`src/shared/aeof_pkg.sv`:
```
// aeof_pkg: constants, types and register map of the event output formatter
// assumes: one 20 MHz system clock, plain register port, external fifo with full flag
package aeof_pkg;
   // ----------------------------------------------------------------
   // register map (word offsets on the plain register port)
   // ----------------------------------------------------------------
   localparam logic [7:0] ADDR_VERSION = 8'h00;
   localparam logic [7:0] ADDR_TRIGGER_COUNT = 8'h01;
   localparam logic [7:0] ADDR_RESERVED = 8'h02;
   localparam logic [7:0] ADDR_PROCESS_CONTROL = 8'h03;
   localparam logic [7:0] ADDR_ZERO_MASK = 8'h04;
   // ----------------------------------------------------------------
   // field layouts
   // ----------------------------------------------------------------
   localparam int VER_CMD_BIT = 15;
   localparam int CTL_RUN_BIT = 3;
   localparam int CTL_TEST_BIT = 7;
   localparam int CTL_PULSES_LSB = 4;
   localparam logic [15:0] CTL_RESET = 16'h0000;
   localparam logic [15:0] MASK_RESET = 16'h0000;
   // ----------------------------------------------------------------
   // modes
   // ----------------------------------------------------------------
   localparam logic [2:0] MODE_RAW = 3'h0;
   localparam logic [2:0] MODE_PULSE = 3'h1;
   localparam logic [2:0] MODE_INTEGRAL = 3'h2;
   localparam logic [2:0] MODE_TIMING = 3'h3;
   localparam logic [2:0] MODE_COMBINED = 3'h7;
   // ----------------------------------------------------------------
   // word formats and buffer addresses
   // ----------------------------------------------------------------
   localparam logic [35:0] TRAILER_WORD = 36'h2E8000000;
   localparam logic [3:0] HDR_TOP = 4'h1;
   localparam logic [3:0] HDR_TYPE = 4'h2;
   localparam logic [3:0] TS_TYPE = 4'h3;
   localparam logic [3:0] RAW1_TYPE = 4'h4;
   localparam logic [3:0] PTIME_TYPE = 4'h8;
   localparam logic [11:0] ADDR_HOLD_RAW = 12'h005;
   localparam logic [11:0] ADDR_HOLD_PULSE = 12'h006;
   localparam logic [7:0] READY_MIN = 8'h01;

   typedef struct packed {
      logic [11:0] first;
      logic [11:0] last;
   } aeof_span_t;

   typedef struct packed {
      logic [7:0] addr;
      logic [15:0] wdata;
      logic wr;
      logic rd;
   } aeof_bus_req_t;

   typedef enum logic [7:0] {
      ST_IDLE = 8'b0000_0001,
      ST_POP = 8'b0000_0010,
      ST_HEAD = 8'b0000_0100,
      ST_TSHI = 8'b0000_1000,
      ST_TSLO = 8'b0001_0000,
      ST_FIRST = 8'b0010_0000,
      ST_DATA = 8'b0100_0000,
      ST_TRAIL = 8'b1000_0000
   } aeof_state_t;
endpackage

```
`src/core/aeof_formatter.sv`:
```
// aeof_formatter: builds 36-bit event words from the processing buffers into the fifo
// assumes: buffers answer read data combinationally from the address, fifo takes on clock edge
`timescale 1ns/100ps
module aeof_formatter #(
   parameter int NCH = 16,
   parameter int AW = 12,
   parameter logic [14:0] CODE_VERSION = 15'h0001 // arbitrary value
) (
   input wire logic clk,
   input wire logic rst,
   input wire aeof_pkg::aeof_bus_req_t bus_req,
   output logic [15:0] bus_rdata,
   input wire logic converter_ready,
   input wire logic [7:0] ready_window_count [NCH],
   output logic [NCH-1:0] ready_window_done,
   output logic [NCH-1:0] span_pop,
   input wire aeof_pkg::aeof_span_t span_in [NCH],
   output logic [AW-1:0] proc_buffer_addr_out,
   input wire logic [35:0] proc_buffer_read_data [NCH],
   input wire logic [26:0] trigger_number,
   input wire logic [47:0] trigger_time,
   input wire logic [8:0] trigger_window_length,
   output logic [35:0] fifo_data,
   output logic fifo_write,
   output logic fifo_clk_en,
   input wire logic fifo_full,
   output logic [NCH-1:0] channel_zero,
   output logic test_mode,
   output logic [1:0] pulse_count_sel,
   output logic [2:0] mode_sel
);
   localparam int CW = $clog2(NCH);
   // ----------------------------------------------------------------
   // register file
   // ----------------------------------------------------------------
   logic [15:0] process_control;
   logic [15:0] channel_zero_mask;
   logic [15:0] trigger_count;
   logic conv_ready_s1, conv_ready_s2;

   always_ff @(posedge clk or posedge rst) begin
      if (rst) begin
         conv_ready_s1 <= 1'b0;
         conv_ready_s2 <= 1'b0;
      end else begin
         conv_ready_s1 <= converter_ready;
         conv_ready_s2 <= conv_ready_s1;
      end
   end

   always_ff @(posedge clk or posedge rst) begin
      if (rst) begin
         process_control <= aeof_pkg::CTL_RESET;
         channel_zero_mask <= aeof_pkg::MASK_RESET;
      end else if (bus_req.wr) begin
         if (bus_req.addr == aeof_pkg::ADDR_PROCESS_CONTROL)
            process_control <= bus_req.wdata;
         if (bus_req.addr == aeof_pkg::ADDR_ZERO_MASK)
            channel_zero_mask <= bus_req.wdata;
      end
   end

   always_ff @(posedge clk or posedge rst) begin
      if (rst) begin
         bus_rdata <= 16'h0000;
      end else if (bus_req.rd) begin
         case (bus_req.addr)
            aeof_pkg::ADDR_VERSION: bus_rdata <= {conv_ready_s2, CODE_VERSION};
            aeof_pkg::ADDR_TRIGGER_COUNT: bus_rdata <= trigger_count;
            aeof_pkg::ADDR_PROCESS_CONTROL: bus_rdata <= process_control;
            aeof_pkg::ADDR_ZERO_MASK: bus_rdata <= channel_zero_mask;
            default: bus_rdata <= 16'h0000;
         endcase
      end else begin
         bus_rdata <= 16'h0000;
      end
   end

   assign mode_sel = process_control[2:0];
   assign pulse_count_sel = process_control[aeof_pkg::CTL_PULSES_LSB +: 2];
   assign test_mode = process_control[aeof_pkg::CTL_TEST_BIT];
   assign channel_zero = channel_zero_mask[NCH-1:0];

   // ----------------------------------------------------------------
   // main sequencer
   // ----------------------------------------------------------------
   aeof_pkg::aeof_state_t state;
   logic [CW-1:0] chan;
   logic [AW-1:0] addr_cnt;
   logic [AW-1:0] last_addr;
   logic [2:0] run_mode;
   logic timing_pass;
   logic all_ready;
   logic stall;
   logic [35:0] rd_word;
   logic at_last;

   always_comb begin
      all_ready = 1'b1;
      for (int i = 0; i < NCH; i++) begin
         if (ready_window_count[i] <= aeof_pkg::READY_MIN)
            all_ready = 1'b0;
      end
   end

   assign stall = fifo_full;
   assign rd_word = proc_buffer_read_data[chan];
   assign at_last = (addr_cnt == last_addr);
   assign proc_buffer_addr_out = addr_cnt;

   // hold address per mode while the inserted word is built
   function automatic logic [AW-1:0] hold_addr(input logic [2:0] m, input logic tp);
      if (m == aeof_pkg::MODE_RAW || (m == aeof_pkg::MODE_COMBINED && !tp))
         hold_addr = AW'(aeof_pkg::ADDR_HOLD_RAW);
      else
         hold_addr = AW'(aeof_pkg::ADDR_HOLD_PULSE);
   endfunction

   function automatic logic is_raw(input logic [2:0] m, input logic tp);
      is_raw = (m == aeof_pkg::MODE_RAW) || (m == aeof_pkg::MODE_COMBINED && !tp);
   endfunction

   always_ff @(posedge clk or posedge rst) begin
      if (rst) begin
         state <= aeof_pkg::ST_IDLE;
         chan <= '0;
         addr_cnt <= '0;
         last_addr <= '0;
         run_mode <= aeof_pkg::MODE_RAW;
         timing_pass <= 1'b0;
         trigger_count <= 16'h0000;
      end else if (!stall) begin
         case (state)
            aeof_pkg::ST_IDLE: begin
               chan <= '0;
               timing_pass <= 1'b0;
               if (all_ready && process_control[aeof_pkg::CTL_RUN_BIT]) begin
                  run_mode <= process_control[2:0];
                  state <= aeof_pkg::ST_POP;
               end
            end
            aeof_pkg::ST_POP: begin
               addr_cnt <= AW'(span_in[chan].first);
               last_addr <= AW'(span_in[chan].last);
               state <= (chan == '0 && !timing_pass) ? aeof_pkg::ST_HEAD : aeof_pkg::ST_FIRST;
            end
            aeof_pkg::ST_HEAD: begin
               addr_cnt <= addr_cnt + 1'b1;
               trigger_count <= trigger_count + 16'h0001;
               state <= aeof_pkg::ST_TSHI;
            end
            aeof_pkg::ST_TSHI: begin
               addr_cnt <= addr_cnt + 1'b1;
               state <= aeof_pkg::ST_TSLO;
            end
            aeof_pkg::ST_TSLO: begin
               state <= aeof_pkg::ST_FIRST;
            end
            aeof_pkg::ST_FIRST: begin
               // address jumps to the hold address, or steps on, while the first word is assembled
               if (addr_cnt < hold_addr(run_mode, timing_pass))
                  addr_cnt <= hold_addr(run_mode, timing_pass);
               else
                  addr_cnt <= addr_cnt + 1'b1;
               state <= aeof_pkg::ST_DATA;
            end
            aeof_pkg::ST_DATA: begin
               if (at_last) begin
                  if (chan == CW'(NCH - 1)) begin
                     chan <= '0;
                     if (run_mode == aeof_pkg::MODE_COMBINED && !timing_pass) begin
                        timing_pass <= 1'b1;
                        state <= aeof_pkg::ST_POP;
                     end else begin
                        state <= aeof_pkg::ST_TRAIL;
                     end
                  end else begin
                     chan <= chan + 1'b1;
                     state <= aeof_pkg::ST_POP;
                  end
               end else begin
                  addr_cnt <= addr_cnt + 1'b1;
               end
            end
            aeof_pkg::ST_TRAIL: begin
               state <= aeof_pkg::ST_IDLE;
            end
            default: state <= aeof_pkg::ST_IDLE;
         endcase
      end
   end

   // ----------------------------------------------------------------
   // handshakes to processing buffers
   // ----------------------------------------------------------------
   always_comb begin
      span_pop = '0;
      ready_window_done = '0;
      if (!stall && state == aeof_pkg::ST_POP)
         span_pop[chan] = 1'b1;
      if (!stall && state == aeof_pkg::ST_TRAIL)
         ready_window_done = '1;
   end

   // ----------------------------------------------------------------
   // word assembly, one block shared by all modes
   // ----------------------------------------------------------------
   logic [35:0] next_word;
   logic next_write;
   logic [3:0] ch4;
   assign ch4 = 4'(chan);

   always_comb begin
      next_word = 36'h0;
      next_write = 1'b0;
      case (state)
         aeof_pkg::ST_HEAD: begin
            next_word = {aeof_pkg::HDR_TOP, 1'b1, aeof_pkg::HDR_TYPE, trigger_number};
            next_write = 1'b1;
         end
         aeof_pkg::ST_TSHI: begin
            next_word = {4'h0, 1'b1, aeof_pkg::TS_TYPE, 3'h0, trigger_time[47:24]};
            next_write = 1'b1;
         end
         aeof_pkg::ST_TSLO: begin
            next_word = {9'h000, 3'h0, trigger_time[23:0]};
            next_write = 1'b1;
         end
         aeof_pkg::ST_FIRST: begin
            next_write = 1'b1;
            if (is_raw(run_mode, timing_pass))
               next_word = {4'h0, 1'b1, aeof_pkg::RAW1_TYPE, ch4, 14'h0, 9'(trigger_window_length)};
            else if (run_mode == aeof_pkg::MODE_PULSE)
               next_word = {4'h0, 1'b1, aeof_pkg::RAW1_TYPE, ch4, rd_word[22:21],
                            11'h0, rd_word[9:0]};
            else
               next_word = {4'h0, 1'b1, aeof_pkg::PTIME_TYPE, ch4, rd_word[22:21],
                            5'h0, rd_word[15:0]};
         end
         aeof_pkg::ST_DATA: begin
            next_write = 1'b1; // pair count tracks last address
            case (run_mode)
               aeof_pkg::MODE_PULSE:
                  next_word = {7'h0, rd_word[28:16], 3'h0, rd_word[12:0]};
               aeof_pkg::MODE_INTEGRAL: begin
                  // only integral words carry a set type bit; leftovers dropped
                  next_write = rd_word[31];
                  next_word = {4'h0, rd_word[31:27], ch4, rd_word[22:21], 2'h0,
                               rd_word[18:0]};
               end
               default:
                  next_word = {rd_word[35:27], (is_raw(run_mode, timing_pass) ?
                               rd_word[26:23] : ch4), rd_word[22:0]};
            endcase
         end
         aeof_pkg::ST_TRAIL: begin
            next_word = aeof_pkg::TRAILER_WORD;
            next_write = 1'b1;
         end
         default: begin
            next_word = 36'h0;
            next_write = 1'b0;
         end
      endcase
   end

   always_ff @(posedge clk or posedge rst) begin
      if (rst) begin
         fifo_data <= 36'h0;
         fifo_write <= 1'b0;
      end else if (!stall) begin
         fifo_data <= next_word;
         fifo_write <= next_write;
      end else begin
         fifo_write <= fifo_write; // held until fifo has room
      end
   end

   // fifo clock runs only while an event is being moved and fifo has room
   assign fifo_clk_en = (state != aeof_pkg::ST_IDLE || fifo_write) && !stall;
endmodule

```
`config.mk`:
```
export PLATFORM = sky130hd
export DESIGN_NAME = aeof_formatter
export DESIGN_NICKNAME = d
export VERILOG_FILES = /design/src/shared/aeof_pkg.sv /design/src/core/aeof_formatter.sv
export SDC_FILE = /design/constraint.sdc
export NUM_CORES = 1
export LEC_CHECK = 0
export ABC_CLOCK_PERIOD_IN_PS = 9100
export BUFFER_PORTS_ARGS = -buffer_cell sky130_fd_sc_hd__clkbuf_2
export CAP_MARGIN = 40
export CELL_PAD_IN_SITES_DETAIL_PLACEMENT = 1
export CELL_PAD_IN_SITES_GLOBAL_PLACEMENT = 1
export CORE_AREA = 2 2 520 522
export DETAILED_ROUTE_END_ITERATION = 6
export DIE_AREA = 0 0 522 524
export GPL_TIMING_DRIVEN = 0
export PLACE_DENSITY_LB_ADDON = 0.1
export SETUP_SLACK_MARGIN = 0.3
export SYNTH_ARGS = -nofsm -noshare
export SYNTH_HDL_FRONTEND = slang
export SYNTH_SLANG_ARGS = --single-unit
```
`constraint.sdc`:
```
create_clock -name clk -period 9.1 [get_ports clk]
set_input_delay 2.73 -clock clk [delete_from_list [all_inputs] [get_ports clk]]
set_output_delay 2.73 -clock clk [all_outputs]
set_load 0.01 [all_outputs]
```
==> results of run 1 <==
## worst reg2reg max path: cells and delay by family, from the launching register on
family	cells	cell delay, ns
and+or+nand+nor	3	1.07
adders and majority gates	1	0.28
buffers and inverters	4	1.30
AOI/OAI and AO/OA	5	1.49
DFF	1	0.36
## logic make-up (layout without fill, tap and decap cells)
group / count (synthesis) / in the layout / share of synthesized area
mux: 347 / 347 / 0.485
simple gates: 292 / 292 / 0.104
compound gates: 191 / 191 / 0.0976
buf+inv: 154 / 1554 / 0.0479
flops: 143 / 143 / 0.243
xor+xnor: 29 / 29 / 0.0172
fa+ha+maj: 7 / 7 / 0.00593
other cells: 0 / 59 / 0
## metrics by stage
stage	hold WS (ns)	setup slack (ns)	utilization	std cells	TNS [ns]
floorplan	0.331	2.28	-	1163	0
global placement	0.338	-1.77	0.0962	6019	-244.87
detailed placement	0.346	1.88	0.0996	6081	0
CTS	0.365	1.83	0.102	6113	0
global route	0.383	1.80	0.102	6144	0
finish	0.357	1.97	0.103	6174	0
## power by group through the flow
stage | sequential [mW] | clock [mW] | combinational, mW
floorplan | 0.792 | 0 | 0.306
global placement | 0.841 | 0 | 0.869
detailed placement | 0.840 | 0 | 0.879
CTS | 0.829 | 0.877 | 0.884
global route | 0.835 | 0.879 | 0.933
finish | 0.820 | 0.807 | 0.853
## registers in the layout (all words and copies together), names as in the netlist
register,count
bus_rdata,16
ch4,4
channel_zero,16
conv_ready_s1,1
conv_ready_s2,1
fifo_data,36
fifo_write,1
last_addr,12
proc_buffer_addr_out,12
process_control,16
run_mode,3
state,8
timing_pass,1
trigger_count,16
## routing by layer
layer / vias up / part of all wire / global-route usage / wire, um
met3: 197 / 0.089 / 0.0541 / 17700
met2: 999 / 0.49 / 0.241 / 96800
met4: 64 / 0.027 / 0.0384 / 5380
met5: - / 0.0021 / 0 / 413
met1: 9313 / 0.39 / 0.161 / 78400
li1: 7775 / - / - / -
## cells in the mapped netlist, types with 22 or more instances
library cell  instances
mux4_2              286
nand2_1              73
dfrtp_1             142
o21ai_0              38
nand3_1              35
mux2_2               46
nor4_1               22
a222oi_1             39
nor2_1               67
clkbuf_1             66
buf_2                37
a21oi_1              29
## final cells by class
class | count | area, um2 | area share
sequential | 143 | 3580 | 0.131
multi-input combinational | 866 | 10500 | 0.382
tap | 3552 | 4440 | 0.162
timing repair buffer | 1368 | 7420 | 0.271
buffer | 137 | 663 | 0.0242
inverter | 17 | 71.3 | 0.00260
antenna | 59 | 148 | 0.00538
clock inverter | 15 | 190 | 0.00693
clock buffer | 17 | 425 | 0.0155
## path summary, 6_finish.rpt
kind	from	end	slack, ns	cells after the start
max	fifo_full	span_pop[15]	1.97	7
min	conv_ready_s1	conv_ready_s2	0.36	0
max reg2reg	run_mode[0]	proc_buffer_addr_out[5]	4.46	13
min reg2reg	conv_ready_s1	conv_ready_s2	0.36	0
max in group asynchronous	rst	fifo_data[20]	5.82	3
min in group asynchronous	rst	fifo_data[3]	2.22	2
==> impl_metrics.json, run 1 <==
{
  "grt_max_degree": 86,
  "firstDrtPassIters": 5,
  "worstSkewPairLatency_ns": 0.54,
  "synth_cell_types": 65,
  "endpoint_kind": "output port",
  "power_density_nw_per_um2": 90.4,
  "io_buffers": 1304,
  "num_rows": 190,
  "avgSynthCellArea_um2": 12.7,
  "crit_chain": "clkbuf_1 > buf_8 > clkbuf_1 > buf_8 > clkbuf_1 > nor3_1 > clkbuf_2",
  "pwr-share-comb": 0.344,
  "gr-usage-all-layers": 0.141,
  "synth_top_area_share": 0.436,
  "clock-sinks": 143,
  "ys_seq_elements": 143,
  "total_power_mw": 2.48,
  "syn_to_final_growth_pct": 85.8,
  "gr-total-overflow": 0,
  "coreArea_um2": 267000,
  "arrival_ns": 4.40,
  "routabilityCongestion": 0.827,
  "die_area_um2": 274000,
  "peakVddDrop_mv": 0.151,
  "netlist_instances": 1163,
  "crit_path_start_kind": "input port",
  "p_sw_uw": 986,
  "rsz0062_at_grt": "no",
  "period_minus_slack_ns": 7.13,
  "ys_async_sr_fraction": 1.00,
  "status": "complete, no violations",
  "hold_class": "flop to flop",
  "wl_per_cell_um": 32.2,
  "io_pins": 1322,
  "finalMaxSlewViolations": 0,
  "cp_common_cell": "clkbuf_1",
  "ys_seq_area_frac": 0.243,
  "p_clk_frac": 0.325,
  "path_max_fanout": 7,
  "clkTransAtPathRegs_ns": 0.08,
  "cp_data_required_time_ns": 6.37,
  "dp_hpwl_um": 181000,
  "antenna_violating_nets_post_route": 0,
  "p_leak_nw": 11.5,
  "final_cell_mix": "clkbuf_2 (1316), mux4_2 (286), dfrtp_1 (142)",
  "drive_above_1_share": 0.714,
  "numCtsBuffers": 17,
  "clockBufferDepth": 2,
  "antenna_found_initial": 130,
  "placed_area_um2": 26600,
  "cts_root_buf": "clkbuf_16",
  "timing.slew.headroom": 0.255,
  "die_h_um": 524,
  "die_x_um": 522,
  "final_nets": 3759,
  "syn-cell-area_um2": 14800,
  "drc": 0,
  "cp_num_buf_inv": 6,
  "yosys_warnings": 0,
  "worst_slew_pin_slew_ns": 1.12,
  "grt_pass1_wl_um": 243000,
  "start_util": 0.0552,
  "synthTopCellsByArea": "mux4_2 (44%), dfrtp_1 (24%), mux2_2 (3.5%)",
  "fin_skew_ns": 0.0276,
  "cap_viol_max_count": 0,
  "n_fill_cell": 31757,
  "htreeDepth": 4,
  "postLayoutCellArea_um2": 27400,
  "viasPerCell": 2.97,
  "p_seq_frac": 0.331,
  "yosys.area.top_type": "mux4_2",
  "hold_violations": 0,
  "clock.fmax_ghz": 0.140,
  "first_iter_violations": 850,
  "synth_edf_count": 0,
  "syn-num-nets": 2372,
  "routed_wl_um": 199000,
  "critPathMaxStageDelay_ns": 0.36,
  "p_int_mw": 1.49,
  "cts_resized": 0,
  "tritoncts": "built",
  "layout_commonest_cell": "clkbuf_2",
  "setup_viol": 0,
  "critPathTopFamily": "buffers and inverters",
  "fin_crit_sh": 0.783,
  "swShare": 0.397,
  "postCtsSetupBuffers": 0,
  "cts-hold-fix-buffers": 0,
  "vias": 18348,
  "worstSetupPathType": "input port to output port",
  "ys.flop_type": "dfrtp_1",
  "cp_slowest_cell": "clkbuf_1",
  "grt_pass1_vias": 20384
}
Note: power is estimated with default switching activity, not from simulation.
==> inputs of run 2 (changes only) <==
--- a/config.mk
+++ b/config.mk
@@ -5,14 +5,15 @@
 export SDC_FILE = /design/constraint.sdc
 export NUM_CORES = 1
 export LEC_CHECK = 0
-export ABC_CLOCK_PERIOD_IN_PS = 9100
+export ABC_AREA = 1
+export ABC_CLOCK_PERIOD_IN_PS = 6600
 export BUFFER_PORTS_ARGS = -buffer_cell sky130_fd_sc_hd__clkbuf_2
 export CAP_MARGIN = 40
 export CELL_PAD_IN_SITES_DETAIL_PLACEMENT = 1
 export CELL_PAD_IN_SITES_GLOBAL_PLACEMENT = 1
-export CORE_AREA = 2 2 520 522
+export CORE_AREA = 2 2 519 521
 export DETAILED_ROUTE_END_ITERATION = 6
-export DIE_AREA = 0 0 522 524
+export DIE_AREA = 0 0 521 523
 export GPL_TIMING_DRIVEN = 0
 export PLACE_DENSITY_LB_ADDON = 0.1
 export SETUP_SLACK_MARGIN = 0.3
==> constraint.sdc (replaced) <==
create_clock -name clk -period 6.6 [get_ports clk]
set_input_delay 1.98 -clock clk [delete_from_list [all_inputs] [get_ports clk]]
set_output_delay 1.98 -clock clk [all_outputs]
set_load 0.01 [all_outputs]
==> impl_metrics.json, run 2 <==
{
  "timing.slew.headroom": 0.394,
  "synth_edf_count": 0,
  "wl_per_cell_um": 31.8,
  "clkTransAtPathRegs_ns": 0.07,
  "yosys.cell_count.top_type": "nand2_1",
  "layout_commonest_cell": "clkbuf_2",
  "clock-sinks": 143,
  "die_area_um2": 272000,
  "cts-hold-fix-buffers": 0,
  "yosys.area_share.simple": 0.390,
  "placed_area_um2": 28800,
  "die_x_um": 521,
  "dp_hpwl_um": 229000,
  "largest_register_ffs": 36,
  "swShare": 0.625,
  "die_h_um": 523,
  "synth_fa_ha_area_frac": 0.00513,
  "postLayoutCellArea_um2": 29500,
  "syn_to_final_growth_pct": 73.1,
  "multi_input_comb_area_um2": 11500,
  "pwr-share-comb": 0.743,
  "period_minus_slack_ns": 5.71,
  "gr-total-overflow": 0,
  "p_leak_nw": 14.7,
  "netlist_instances": 3095,
  "clockBufferDepth": 2,
  "hold_violations": 0,
  "final_nets": 5688,
  "start_util": 0.0639,
  "placed_cells": 8012,
  "fin_ws_ns": 0.894,
  "first_iter_violations": 1343,
  "routabilityCongestion": 0.834,
  "synthTopCellsByCount": "nand2_1 (775), nor2_1 (725), o21ai_0 (531)",
  "reg2regPathDepth": 10,
  "crit_end": "span_pop[8]",
  "n_fill_cell": 32980,
  "vias": 28282,
  "fin_skew_ns": 0.0213,
  "postCtsSetupBuffers": 0,
  "p_sw_mw": 5.68,
  "fin_cells": 8098,
  "synth_cell_types": 45,
  "p_clk_frac": 0.121,
  "ys_seq_elements": 143,
  "setup_tns_ns": 0,
  "p_seq_frac": 0.136,
  "setup_viol": 0,
  "ys_async_sr_fraction": 1.00,
  "r2r_start": "ch4[0]",
  "r2r-end": "fifo_data[30]",
  "post-place-ws_ns": 1.19,
  "peakVddDrop_mv": 0.222,
  "worstSkewPairLatency_ns": 0.51,
  "ff_latch_area_um2": 3580,
  "drive_above_1_share": 0.351,
  "numCtsBuffers": 17,
  "fin_crit_sh": 0.865,
  "hold_class": "flop to flop",
  "grt_pass1_wl_um": 325000,
  "synth_compound_area_frac": 0.265,
  "p_int_mw": 3.41,
  "synth-xor-area-share": 0.0149,
  "cts_root_buf": "clkbuf_16",
  "routed_wl_um": 257000,
  "crit_path_start_kind": "flop",
  "viasPerCell": 3.49,
  "synthTopCellsByArea": "dfrtp_1 (21%), nand2_1 (17%), nor2_1 (16%)",
  "synth_top_family_by_area": "simple AND/OR/NAND/NOR gates",
  "worstSetupPathType": "flop to output port",
  "io_pins": 1322,
  "cp_data_required_time_ns": 4.62,
  "drc": 0,
  "path_max_fanout": 11,
  "endpoint_kind": "output port",
  "syn-num-nets": 4304,
  "synth_top_area_share": 0.208,
  "rsz0062_at_grt": "no",
  "avgSynthCellArea_um2": 5.51,
  "cap_viol_max_count": 0,
  "muxShareOfSynthArea": 0,
  "yosys.area.top_type": "dfrtp_1",
  "syn-cell-area_um2": 17100,
  "tritoncts": "built",
  "finalMaxSlewViolations": 0,
  "antenna_found_initial": 151,
  "status": "complete, no violations",
  "yosys_warnings": 0,
  "htreeDepth": 4,
  "rrSetupSlack_ns": 2.89,
  "firstDrtPassIters": 5,
  "antenna_violating_nets_post_route": 0,
  "num_rows": 190,
  "final_cell_mix": "clkbuf_2 (1307), nand2_1 (775), nor2_1 (724)",
  "gr-usage-all-layers": 0.182,
  "regMostFlops": "fifo_data",
  "grt_pass1_vias": 30545,
  "grt_max_degree": 84,
  "ys_seq_area_frac": 0.210,
  "ys.flop_type": "dfrtp_1",
  "worst_slew_pin_slew_ns": 0.899,
  "arrival_ns": 3.73,
  "clock.fmax_ghz": 0.175,
  "power_density_nw_per_um2": 308,
  "cts_resized": 0,
  "io_buffers": 1304,
  "startpoint": "ch4[0]",
  "coreArea_um2": 267000
}
==> run 2: cell types whose count changed after synthesis, sizes merged, moves of 39 or more <==
cell,delta
inv,+137
o21ai,+570
nand2,+704
mux4,-286
nor2,+671
o22ai,+139
nand3,+59
mux2,-56
a222oi,-39
buf,+72
==> run 2: worst min path at each step <==
stage	start	end	slack, ns	cells past startpoint
finish	conv_ready_s1	conv_ready_s2	0.35	0
global route	conv_ready_s1	conv_ready_s2	0.36	0
CTS	conv_ready_s1	conv_ready_s2	0.35	0
detailed placement	conv_ready_s1	conv_ready_s2	0.34	0
global placement	conv_ready_s1	conv_ready_s2	0.34	0
floorplan	conv_ready_s1	conv_ready_s2	0.33	0
==> run 2: metrics by stage <==
step	total power [mW]	hold WS (ns)	util
after floorplan	4.00	0.331	-
after global placement	8.12	0.341	0.105
after detailed placement	8.34	0.336	0.108
after CTS	9.51	0.354	0.110
after global routing	9.83	0.360	0.110
final	9.08	0.351	0.111
==> run 2: worst max-delay path, stage by stage, from the launching register on <==
cell and delay [ns]:
dfrtp_1 0.42, buf_6 0.22, inv_4 0.11, buf_6 0.19, buf_6 0.22, buf_2 0.65
buf_2 0.44, ha_1 0.31, nand2_1 0.23, nor2_1 0.17, clkbuf_2 0.15
==> run 2: cell families after synthesis <==
| kind of cell | after synthesis |
|---|---|
| simple gates | 1673 |
| flops | 143 |
| fa+ha+maj | 7 |
| compound gates | 841 |
| xor+xnor | 29 |
| buf+inv | 402 |
==> run 2: cell type report <==
type | count | share of cell area
Buffer | 246 | 0.0464
Multi-Input combinational cell | 2550 | 0.390
Clock buffer | 18 | 0.0149
Clock inverter | 14 | 0.00551
Antenna cell | 54 | 0.00458
Timing Repair Buffer | 1365 | 0.246
Inverter | 156 | 0.0202
Tap cell | 3552 | 0.150
Sequential cell | 143 | 0.121
==> run 2: routing by layer <==
layer | vias up | global-route usage | part of all wire
li1 | 13048 | - | -
met3 | 244 | 0.0399 | 0.059
met2 | 1187 | 0.346 | 0.52
met1 | 13741 | 0.211 | 0.40
met4 | 62 | 0.0233 | 0.013
met5 | - | 0 | 0.0016
==> run 2: power by group through the flow <==
| stage | Sequential (mW) | Combinational (mW) | Clock, mW |
|---|---|---|---|
| finish | 1.24 | 6.75 | 1.10 |
| global route | 1.26 | 7.38 | 1.18 |
| CTS | 1.25 | 7.10 | 1.16 |
| detailed placement | 1.26 | 7.08 | 0 |
| global placement | 1.26 | 6.86 | 0 |
| floorplan | 1.23 | 2.77 | 0 |
==> inputs of run 3 (changes only) <==
--- a/config.mk
+++ b/config.mk
@@ -6,7 +6,6 @@
 export NUM_CORES = 1
 export LEC_CHECK = 0
 export ABC_AREA = 1
-export ABC_CLOCK_PERIOD_IN_PS = 6600
 export BUFFER_PORTS_ARGS = -buffer_cell sky130_fd_sc_hd__clkbuf_2
 export CAP_MARGIN = 40
 export CELL_PAD_IN_SITES_DETAIL_PLACEMENT = 1
==> constraint.sdc (replaced) <==
create_clock -name clk -period 6.1 [get_ports clk]
set_input_delay 1.83 -clock clk [delete_from_list [all_inputs] [get_ports clk]]
set_output_delay 1.83 -clock clk [all_outputs]
set_load 0.01 [all_outputs]
==> impl_metrics.json, run 3 (synthesis results as in run 2) <==
{
  "gr-total-overflow": 0,
  "gr-usage-all-layers": 0.182,
  "arrival_ns": 3.49,
  "routabilityCongestion": 0.834,
  "p_int_mw": 3.68,
  "die_h_um": 523,
  "peakVddDrop_mv": 0.240,
  "cp_common_cell": "buf_2",
  "antenna_violating_nets_post_route": 0,
  "p_sw_mw": 6.14,
  "cp_data_required_time_ns": 4.27,
  "dp_hpwl_um": 229000,
  "p_seq_frac": 0.136,
  "p_clk_frac": 0.122,
  "viasPerCell": 3.49,
  "drc": 0,
  "io_pins": 1322,
  "setup_tns_ns": 0,
  "n_fill_cell": 32987,
  "ff_latch_area_um2": 3580,
  "cts-hold-fix-buffers": 0,
  "grt_max_degree": 84,
  "numCtsBuffers": 17,
  "postCtsSetupBuffers": 0,
  "fin_crit_sh": 0.872,
  "path_max_fanout": 10,
  "rrSetupSlack_ns": 2.38,
  "critPathTopFamily": "buffers and inverters",
  "finalMaxSlewViolations": 0,
  "grt_pass1_wl_um": 325000,
  "pwr-share-comb": 0.743,
  "clockBufferDepth": 2,
  "rsz0062_at_grt": "no",
  "final_cell_mix": "clkbuf_2 (1307), nand2_1 (775), nor2_1 (724)",
  "hold_class": "flop to flop",
  "hold_violations": 0,
  "grt_pass1_vias": 30541,
  "p_leak_nw": 14.7,
  "coreArea_um2": 267000,
  "status": "complete, no violations",
  "first_iter_violations": 1330,
  "cts_root_buf": "clkbuf_16",
  "die_x_um": 521,
  "io_buffers": 1304,
  "cap_viol_max_count": 0,
  "endpoint_kind": "output port",
  "critPathMaxStageDelay_ns": 0.65,
  "worstSetupPathType": "flop to output port",
  "worst_slew_pin_slew_ns": 0.910,
  "wl_per_cell_um": 31.8,
  "worstSkewPairLatency_ns": 0.51,
  "clock.fmax_ghz": 0.188,
  "drive_above_1_share": 0.351,
  "firstDrtPassIters": 7,
  "tritoncts": "built",
  "cp_slowest_cell": "nor2_1",
  "start_util": 0.0639,
  "swShare": 0.625,
  "htreeDepth": 4,
  "timing.slew.headroom": 0.393,
  "vias": 28273,
  "antenna_found_initial": 152,
  "multi_input_comb_area_um2": 11500,
  "die_area_um2": 272000,
  "clock-sinks": 143,
  "power_density_nw_per_um2": 333,
  "regMostFlops": "fifo_data",
  "syn_to_final_growth_pct": 73.0,
  "final_nets": 5687,
  "num_rows": 190,
  "largest_register_ffs": 36,
  "clkTransAtPathRegs_ns": 0.07,
  "crit_path_start_kind": "flop",
  "total_power_mw": 9.83,
  "layout_commonest_cell": "clkbuf_2",
  "setup_viol": 0,
  "fin_skew_ns": 0.0210,
  "period_minus_slack_ns": 5.32,
  "cp_num_buf_inv": 6,
  "routed_wl_um": 257000,
  "crit_chain": "buf_2 > inv_1 > nor2_1 > buf_2 > buf_2 > inv_1 > nor2_1 > clkbuf_2"
}
-- run 3: routing by layer --
metal / vias up / part of all wire / global-route usage / wire, um
li1: 13031 / - / - / -
met1: 13749 / 0.41 / 0.211 / 104000
met2: 1205 / 0.52 / 0.346 / 134000
met3: 236 / 0.058 / 0.0399 / 15000
met4: 52 / 0.014 / 0.0233 / 3590
met5: - / 0.0013 / 0 / 325
-- run 3: timing repair --
item,in CTS,in global routing
hold endpoints to repair,0,0
endpoints found under the setup margin,4,0
resized for setup,0,0
-- run 3: area by class of cell --
| class | count | area share |
|---|---|---|
| multi-input cells | 2550 | 0.391 |
| repair buffers | 1365 | 0.247 |
| well taps | 3552 | 0.151 |
| flip-flops and latches | 143 | 0.121 |
| plain buffers | 245 | 0.0463 |
| inverters | 156 | 0.0202 |
| clock buffers | 18 | 0.0149 |
| clock inverters | 14 | 0.00551 |
| diodes | 47 | 0.00399 |
-- run 3: through the flow --
step            util  worst slack [ns]  std cells  hold slack [ns]  area (um2)
6_report       0.111             0.778       8090            0.351       29500
3_5_place_dp   0.108             0.855       8012            0.336       28800
3_3_place_gp   0.105             -3.45       7951            0.341       28000
2_1_floorplan      -             0.434       3095            0.331       17100
4_1_cts        0.110             0.539       8043            0.354       29400
5_1_grt        0.110             0.521       8057            0.360       29400
-- run 3: worst paths after layout --
check	startpoint	endpoint	cells after the start
max reg2reg	ch4[0]	fifo_data[30]	10
max in group asynchronous	rst	state[7]	3
min reg2reg	conv_ready_s1	conv_ready_s2	0
min	conv_ready_s1	conv_ready_s2	0
max	ch4[3]	span_pop[8]	8
min in group asynchronous	rst	bus_rdata[5]	2
-- run 3: worst reg2reg max path: cells and delay by family, from the launching register on --
family                 cells  cell delay (ns)
buffers and inverters      4             1.76
AO/OA/AOI/OAI              3             1.11
flip-flops                 1             0.41
AND/OR/NAND/NOR            3             0.38
-- run 3: power groups by stage --
stage               Combinational [mW]  Clock [mW]  Sequential, mW
floorplan                         3.00           0            1.33
global placement                  7.42           0            1.36
detailed placement                7.66           0            1.36
CTS                               7.67        1.26            1.35
global route                      7.98        1.28            1.37
finish                            7.30        1.19            1.34
